--- src/hw/serial_ram_pkg.sv ---
// Package for the two-wire serial memory slave.
// Assumes a 125 MHz system clock; bus lines sampled asynchronously.
package serial_ram_pkg;
    localparam int          CLK_PERIOD_PS   = 8000;
    localparam int          SPIKE_NS        = 100;
    localparam int          SPIKE_CYCLES    =
        (SPIKE_NS * 1000 + CLK_PERIOD_PS - 1) / CLK_PERIOD_PS;
    localparam int          MEM_WORDS       = 128;
    localparam int          MEM_AW          = 7;
    localparam logic [3:0]  FIXED_ADDR      = 4'hA;
    localparam logic [2:0]  BIT_LAST        = 3'h7;
    localparam logic        DIR_READ        = 1'b1;

    typedef struct packed {
        logic scl;
        logic sda;
    } bus_lines_t;

    typedef enum logic [5:0] {
        ST_IDLE  = 6'h01,
        ST_ADDR  = 6'h02,
        ST_WPTR  = 6'h04,
        ST_WDATA = 6'h08,
        ST_RDATA = 6'h10,
        ST_IGN   = 6'h20
    } slave_state_t;
endpackage

--- src/hw/serial_ram_slave.sv ---
// Two-wire bus slave in front of a 128 x 8 memory.
// Assumes pull-ups outside; sda_oe_n low means the pin is driven low.
`timescale 1ns/1ps
`default_nettype none
// What this block does
// - Holds 128 bytes of memory, read and written over the bus.
// - Word pointer advances by one after each data byte moved.
// - Three strap inputs form the low address bits; eight devices share.
// - Answers only when upper address nibble is 1010 and straps match.
// - One bit per clock pulse; data changes while clock high are conditions.
// - Bus idle with both lines high; a start is taken in any state, repeated start included.
// - Data falling while clock high is a start condition.
// - Data rising while clock high is a stop; bus freed.
// - Each byte followed by an acknowledge bit; byte count unlimited.
// - Addressed receiving device pulls data low during acknowledge clock.
// - After no acknowledge on a read, device releases the data line.
// - First byte after start carries the slave address.
// - Bus spikes up to 100 ns are ignored.
// - Reset returns bus logic to idle.
// - Factory strap plus all address straps high selects power saving.
module serial_ram_slave
    import serial_ram_pkg::*;
#(
    parameter int FILT_CYCLES = SPIKE_CYCLES
) (
    input  wire logic clk,
    input  wire logic sys_rst,
    input  wire logic scl_in,
    input  wire logic sda_in,
    output var  logic sda_out,
    output var  logic sda_oe_n,
    input  wire logic addr_strap_bit0,
    input  wire logic addr_strap_bit1,
    input  wire logic addr_strap_bit2,
    input  wire logic factory_strap,
    output var  logic power_save,
    output var  logic bus_busy
);
    bus_lines_t          raw;
    bus_lines_t          line;
    bus_lines_t          prev;
    logic [3:0]          strap_meta;
    logic [3:0]          strap_sync;
    slave_state_t        state;
    logic [7:0]          shift;
    logic [2:0]          bit_cnt;
    logic                ack_phase;
    logic                bits_seen;
    logic                drive_low;
    logic                master_nak;
    logic [MEM_AW-1:0]   ptr;
    logic [7:0]          mem [MEM_WORDS];
    logic                scl_rise;
    logic                scl_fall;
    logic                start_cond;
    logic                stop_cond;
    logic [7:0]          rx_byte;
    logic                addr_ok;

    assign raw.scl = scl_in;
    assign raw.sda = sda_in;

    bus_line_filter #(.FILT_CYCLES(FILT_CYCLES)) u_filter (
        .clk     (clk),
        .sys_rst (sys_rst),
        .raw     (raw),
        .clean   (line)
    );

    always_ff @(posedge clk) begin
        if (sys_rst) begin
            prev <= '1;
        end else begin
            prev <= line;
        end
    end

    assign scl_rise   = line.scl & ~prev.scl;
    assign scl_fall   = ~line.scl & prev.scl;
    assign start_cond = line.scl & prev.scl & prev.sda & ~line.sda;
    assign stop_cond  = line.scl & prev.scl & ~prev.sda & line.sda;
    assign rx_byte    = {shift[6:0], line.sda};

    // Straps come from pins, so synchronise first
    always_ff @(posedge clk) begin
        if (sys_rst) begin
            strap_meta <= '0;
            strap_sync <= '0;
        end else begin
            strap_meta <= {factory_strap, addr_strap_bit2,
                           addr_strap_bit1, addr_strap_bit0};
            strap_sync <= strap_meta;
        end
    end

    always_ff @(posedge clk) begin
        if (sys_rst) begin
            power_save <= 1'b0;
        end else begin
            power_save <= &strap_sync;
        end
    end

    // Address byte compares after the eighth bit: 1010 plus straps
    assign addr_ok = (shift[7:4] == FIXED_ADDR)
                   && (shift[3:1] == strap_sync[2:0]);

    always_ff @(posedge clk) begin
        if (sys_rst) begin
            bus_busy <= 1'b0;
        end else if (start_cond) begin
            bus_busy <= 1'b1;
        end else if (stop_cond) begin
            bus_busy <= 1'b0;
        end
    end

    // Protocol engine
    always_ff @(posedge clk) begin
        if (sys_rst) begin
            state      <= ST_IDLE;
            shift      <= '0;
            bit_cnt    <= '0;
            ack_phase  <= 1'b0;
            drive_low  <= 1'b0;
            master_nak <= 1'b0;
            ptr        <= '0;
            bits_seen  <= 1'b0;
        end else if (start_cond) begin
            state     <= ST_ADDR;
            bit_cnt   <= '0;
            ack_phase <= 1'b0;
            bits_seen <= 1'b0;
            drive_low <= 1'b0;
        end else if (stop_cond) begin
            state     <= ST_IDLE;
            ack_phase <= 1'b0;
            bits_seen <= 1'b0;
            drive_low <= 1'b0;
        end else if (state != ST_IDLE && state != ST_IGN) begin
            if (scl_rise && !ack_phase) begin
                shift     <= rx_byte;
                bit_cnt   <= bit_cnt + 1'b1;
                bits_seen <= 1'b1;
            end else if (scl_rise && ack_phase && state == ST_RDATA) begin
                master_nak <= line.sda;
            end
            // Clock fall of a start carries no bit, so bits_seen gates it
            if (scl_fall && !ack_phase && bit_cnt == '0 && bits_seen) begin
                // Eight bits done: acknowledge slot follows
                ack_phase <= 1'b1;
                bits_seen <= 1'b0;
                unique case (state)
                    ST_ADDR: begin
                        if (addr_ok) begin
                            drive_low <= 1'b1;
                        end else begin
                            state     <= ST_IGN;
                            drive_low <= 1'b0;
                        end
                    end
                    ST_WPTR: begin
                        ptr       <= shift[MEM_AW-1:0];
                        drive_low <= 1'b1;
                    end
                    ST_WDATA: begin
                        ptr       <= ptr + 1'b1;
                        drive_low <= 1'b1;
                    end
                    ST_RDATA: begin
                        ptr       <= ptr + 1'b1;
                        drive_low <= 1'b0;
                    end
                    default: begin
                        drive_low <= 1'b0;
                    end
                endcase
            end else if (scl_fall && ack_phase) begin
                ack_phase <= 1'b0;
                drive_low <= 1'b0;
                unique case (state)
                    ST_ADDR: begin
                        if (shift[0] == DIR_READ) begin
                            state     <= ST_RDATA;
                            shift     <= mem[ptr];
                            drive_low <= ~mem[ptr][7];
                        end else begin
                            state <= ST_WPTR;
                        end
                    end
                    ST_WPTR: state <= ST_WDATA;
                    ST_WDATA: state <= ST_WDATA;
                    ST_RDATA: begin
                        if (master_nak) begin
                            state <= ST_IGN;
                        end else begin
                            shift     <= mem[ptr];
                            drive_low <= ~mem[ptr][7];
                        end
                    end
                    default: state <= ST_IGN;
                endcase
            end else if (scl_fall && state == ST_RDATA) begin
                // Next bit out, most significant first
                drive_low <= ~shift[7];
            end
        end
    end

    // Storage writes on the data byte's last bit
    always_ff @(posedge clk) begin
        if (!sys_rst && state == ST_WDATA && scl_fall && !ack_phase
            && bit_cnt == '0 && bits_seen && !start_cond && !stop_cond) begin
            mem[ptr] <= shift;
        end
    end

    always_ff @(posedge clk) begin
        if (sys_rst) begin
            sda_out  <= 1'b1;
            sda_oe_n <= 1'b1;
        end else begin
            sda_out  <= 1'b0;
            sda_oe_n <= ~drive_low;
        end
    end
endmodule // serial_ram_slave
`default_nettype wire

--- src/hw/bus_line_filter.sv ---
// Synchroniser and spike filter for the two bus lines.
// Assumes lines arrive from pins, asynchronous to clk.
`timescale 1ns/1ps
`default_nettype none
module bus_line_filter
    import serial_ram_pkg::*;
#(
    parameter int FILT_CYCLES = SPIKE_CYCLES
) (
    input  wire logic       clk,
    input  wire logic       sys_rst,
    input  wire bus_lines_t raw,
    output var  bus_lines_t clean
);
    localparam int CW = $clog2(FILT_CYCLES + 2);
    bus_lines_t     meta;
    bus_lines_t     sync;
    logic [CW-1:0]  cnt_scl;
    logic [CW-1:0]  cnt_sda;

    always_ff @(posedge clk) begin
        if (sys_rst) begin
            meta <= '1;
            sync <= '1;
        end else begin
            meta <= raw;
            sync <= meta;
        end
    end

    // Level accepted only after it stays put longer than a spike
    always_ff @(posedge clk) begin
        if (sys_rst) begin
            clean   <= '1;
            cnt_scl <= '0;
            cnt_sda <= '0;
        end else begin
            if (sync.scl == clean.scl) begin
                cnt_scl <= '0;
            end else if (cnt_scl == CW'(FILT_CYCLES)) begin
                clean.scl <= sync.scl;
                cnt_scl   <= '0;
            end else begin
                cnt_scl <= cnt_scl + 1'b1;
            end
            if (sync.sda == clean.sda) begin
                cnt_sda <= '0;
            end else if (cnt_sda == CW'(FILT_CYCLES)) begin
                clean.sda <= sync.sda;
                cnt_sda   <= '0;
            end else begin
                cnt_sda <= cnt_sda + 1'b1;
            end
        end
    end
endmodule // bus_line_filter
`default_nettype wire

--- config.mk ---
export PLATFORM = sky130hd
export DESIGN_NAME = serial_ram_slave
export DESIGN_NICKNAME = d
export VERILOG_FILES = /design/src/hw/serial_ram_pkg.sv /design/src/hw/serial_ram_slave.sv /design/src/hw/bus_line_filter.sv
export SDC_FILE = /design/constraint.sdc
export NUM_CORES = 1
export LEC_CHECK = 0
export BUFFER_PORTS_ARGS = -buffer_cell sky130_fd_sc_hd__buf_2
export CAP_MARGIN = 0
export CELL_PAD_IN_SITES_DETAIL_PLACEMENT = 1
export CELL_PAD_IN_SITES_GLOBAL_PLACEMENT = 1
export CORE_MARGIN = 3
export CORE_UTILIZATION = 40
export CTS_BUF_LIST = sky130_fd_sc_hd__clkbuf_4 sky130_fd_sc_hd__clkbuf_8 sky130_fd_sc_hd__clkbuf_16
export CTS_CLUSTER_DIAMETER = 200
export DETAILED_ROUTE_END_ITERATION = 6
export PLACE_DENSITY = 0.63
export SYNTH_ARGS = -nofsm -noshare
export SYNTH_HDL_FRONTEND = slang
export SYNTH_HIERARCHICAL = 1
export SYNTH_SLANG_ARGS = --single-unit
--- constraint.sdc ---
create_clock -name clk -period 5.45 [get_ports clk]
set_clock_uncertainty 0.2 [all_clocks]
set_input_delay 0 -clock clk [delete_from_list [all_inputs] [get_ports clk]]
set_output_delay 0 -clock clk [all_outputs]
set_load 0.05 [all_outputs]
==> flow_summary.yaml <==
power_and_ir_drop:
  power_density_nw_per_um2: 343.3
  comb_power_share_pct: 0.2
  power_frac_clock_pct: 45.1
  power_uw: 16440
  leakagePower_uw: 0.01508
  pwr-share-seq_pct: 54.7
  p_int_uw: 13260
  netSwitchingFraction_pct: 19.38
  peakVddDrop_mv: 0.2237
  p_sw_uw: 3187
yosys:
  synth_edf_count: 1024
  netlist.area_leader.share_pct: 72.36
  synthFlopType: "edfxtp_1"
  ys_ff_latch: 1087
  syn-num-nets: 2150
  ys_seq_area_share_pct: 75.33
  synth_cells: 2135
  synth.distinct_cells: 64
  async_reset_ff_share_pct: 0
  synth_top_cell_by_area: "edfxtp_1"
  ys_warn_count: 6
  synth.area.top_cells: "edfxtp_1 72%, mux4_2 13%, dfxtp_1 3.0%, mux2i_1 2.8%, nor2_1 1.5%"
  syn_area_per_cell_um2: 19.90
  syn_area_um2: 42500
cts:
  cts_setup_buffers: 0
  clk_pin_slew_ns: 0.06
  cts_tree: "yes"
  numCtsBuffers: 112
  cts_hold_buf: 19
  htree_levels: 3
  cts.sinks: 1087
  clockBufferDepth: 3
  cts_root_buf: "clkbuf_16"
  cts.repair.resized: 0
  clk_latency_ns: 0.68
final_layout:
  layout.area.seq_um2: 32050
  fin_nets: 2224
  mostFrequentLayoutCells: "1,024 x edfxtp_1, 243 x mux4_2, 174 x nor2_1, 118 x mux2i_1, 115 x clkbuf_16"
  multiInputGateArea_um2: 9915
  layout-drive-gt1-share_pct: 21.99
  syn_to_final_growth_pct: 12.71
  final_common_cell: "edfxtp_1"
  final_core_util_pct: 45.82
  fin_cells: 3681
  diodes: 0
  nFillCells: 9660
sta:
  layout_setup_ws_ns: 1.043
  rsz0062_at_grt: "false"
  tightest_slew_ns: 1.143
  fin_crit_sh_pct: 80.87
  slew_headroom_pct: 23.80
  slew_violations: 0
  hold_viol_final: 0
  fmax_mhz: 226.9
  fin_crit_ns: 4.407
  setup_viol: 0
  finalSetupTns_ns: 0
routing:
  met2_length_mm: 52.03
  vias: 21210
  routed_wl_mm: 109.2
  drt-initial-drc-count: 2163
  dr.max_layer_used: "met4"
  ant_nets: 0
  drc: 0
  wl_met3_mm: 6.305
  avgRoutedWirePerCell_um: 29.66
  via_per_inst: 5.763
  dr.pass1.iters: 7
  met1Wirelength_mm: 47.79
placed_design:
  dp_hpwl_mm: 66.52
  placement.io_buffers: 11
  gp_congestion: 0.8099
  pre_cts_ws_ns: 1.021
  dp.cells: 3455
critical_path:
  r2r_setup_slack_ns: 1.04
  endpoint: "mem[14][7]"
  cpPeakStageDelay_ns: 0.92
  startpoint_type: "flop"
  crit_type: "flop to flop"
  rr_worst_depth: 6
  crit_required_ns: 5.57
  cpLargestDelayFamily: "simple AND/OR/NAND/NOR gates"
  rr_endpoint: "mem[14][7]"
  crit_chain: "xnor2_1 -> o21ai_1 -> nor4_1 -> nand3_1 -> buf_4 -> nor2_1"
  cp.depth: 6
  crit_fanout: 9
  crit_buf_inv: 1
  worst_r2r_startpoint: "u_filter/clean[0]"
  crit_start: "u_filter/clean[0]"
  cp.arrival_ns: 4.53
  end_kind: "flop"
  cp_slowest_cell: "nor4_1"
run:
  max_cap_violations: 0
outcome:
  outcome: "finished, final reports clean"
grt:
  overflow: 0
  grt_max_degree: 97
  track_usage_pct: 19.81
  grt_pass1_vias: 22270
  antenna_found_initial: 0
  grt_pass1_wl_mm: 161.1
floorplan:
  rows: 118
  die_h_um: 331.9
  dieArea_um2: 110200
  core_um2: 104500
  start_util_pct: 40.65
  io_pins: 12
  die_width_um: 331.9
hold_path:
  worst_hold_path_type: "primary input to flop"
  hold-path-cell-count: 4
-- power by group through the flow --
stage	sequential, uW	combinational, uW	clock, uW
after global placement	9170	18.2	0
after global routing	8990	32.3	7900
after CTS	8990	29.5	7570
after floorplan	9170	9.40	0
final	8990	29.4	7420
after detailed placement	9170	18.7	0
-- worst min path at each step --
stage / from / to
2_1_floorplan: sys_rst / sda_out
3_3_place_gp: sda_in / u_filter/meta[0]
3_5_place_dp: sda_in / u_filter/meta[0]
4_1_cts: sys_rst / sda_oe_n
5_1_grt: sys_rst / sda_out
6_report: sys_rst / sda_oe_n
-- state kept, by name (all words and copies together) (netlist names), 2 cells and up, named ones only --
name and cells:
u_filter/cnt_sda 4, state 6, u_filter/clean 2, strap_meta 4, prev 2, shift 8
ptr 7, u_filter/sync 2, strap_sync 4, u_filter/meta 2, u_filter/cnt_scl 4, mem 1024
bit_cnt 3
-- Yosys cell counts (all sizes together) (8+ instances only) --
cell,instances
a211oi,10
a21oi,31
a22oi,47
a31oi,10
a32oi,8
and2,9
and3,8
buf,68
clkbuf,40
dfxtp,63
edfxtp,1024
inv,10
mux2i,118
mux4,243
nand2,57
nand2b,9
nand3,27
nor2,175
nor2b,27
o21ai,29
o22ai,10
or2,9
xnor2,8
-- area by class of cell --
class / instances / area share [%]
Timing Repair Buffer: 68 / 1.259
Sequential cell: 1087 / 66.92
Inverter: 11 / 0.08621
Multi-Input combinational cell: 929 / 20.70
Clock inverter: 74 / 1.157
Tap cell: 1380 / 3.605
Clock buffer: 132 / 6.275
-- per-layer routing --
| metal | up-vias | GRT usage (%) |
|---|---|---|
| li1 | 8927 | - |
| met1 | 11470 | 28.25 |
| met2 | 651 | 31.53 |
| met3 | 168 | 3.145 |
| met4 | 0 | 6.134 |
| met5 | - | 0 |
-- kinds of logic after synthesis --
logic type | after synthesis | share of synthesized area (%)
xor+xnor | 14 | 0.2885
fa+ha+maj | 7 | 0.2061
mux | 361 | 15.66
flops | 1087 | 75.33
compound gates | 191 | 3.136
buf+inv | 119 | 1.431
simple gates | 356 | 3.954
-- through the flow --
step,hold WS (ns),cell area [um^2]
2_1_floorplan,-0.1723,42500
3_3_place_gp,-0.005013,44140
3_5_place_dp,-0.01368,44140
4_1_cts,0.06754,47890
5_1_grt,0.1359,47900
6_report,0.1007,47900
-- worst register-to-register path: cells and delay by family, from the launching register on --
family,cells,cell delay [ns]
xor gates and xnor gates,1,0.19
AOI/OAI and AO/OA,1,0.26
and+or+nand+nor,3,2.39
buffers and inverters,1,0.52
DFF,1,0.50
Power figures use the tool's default switching activity.
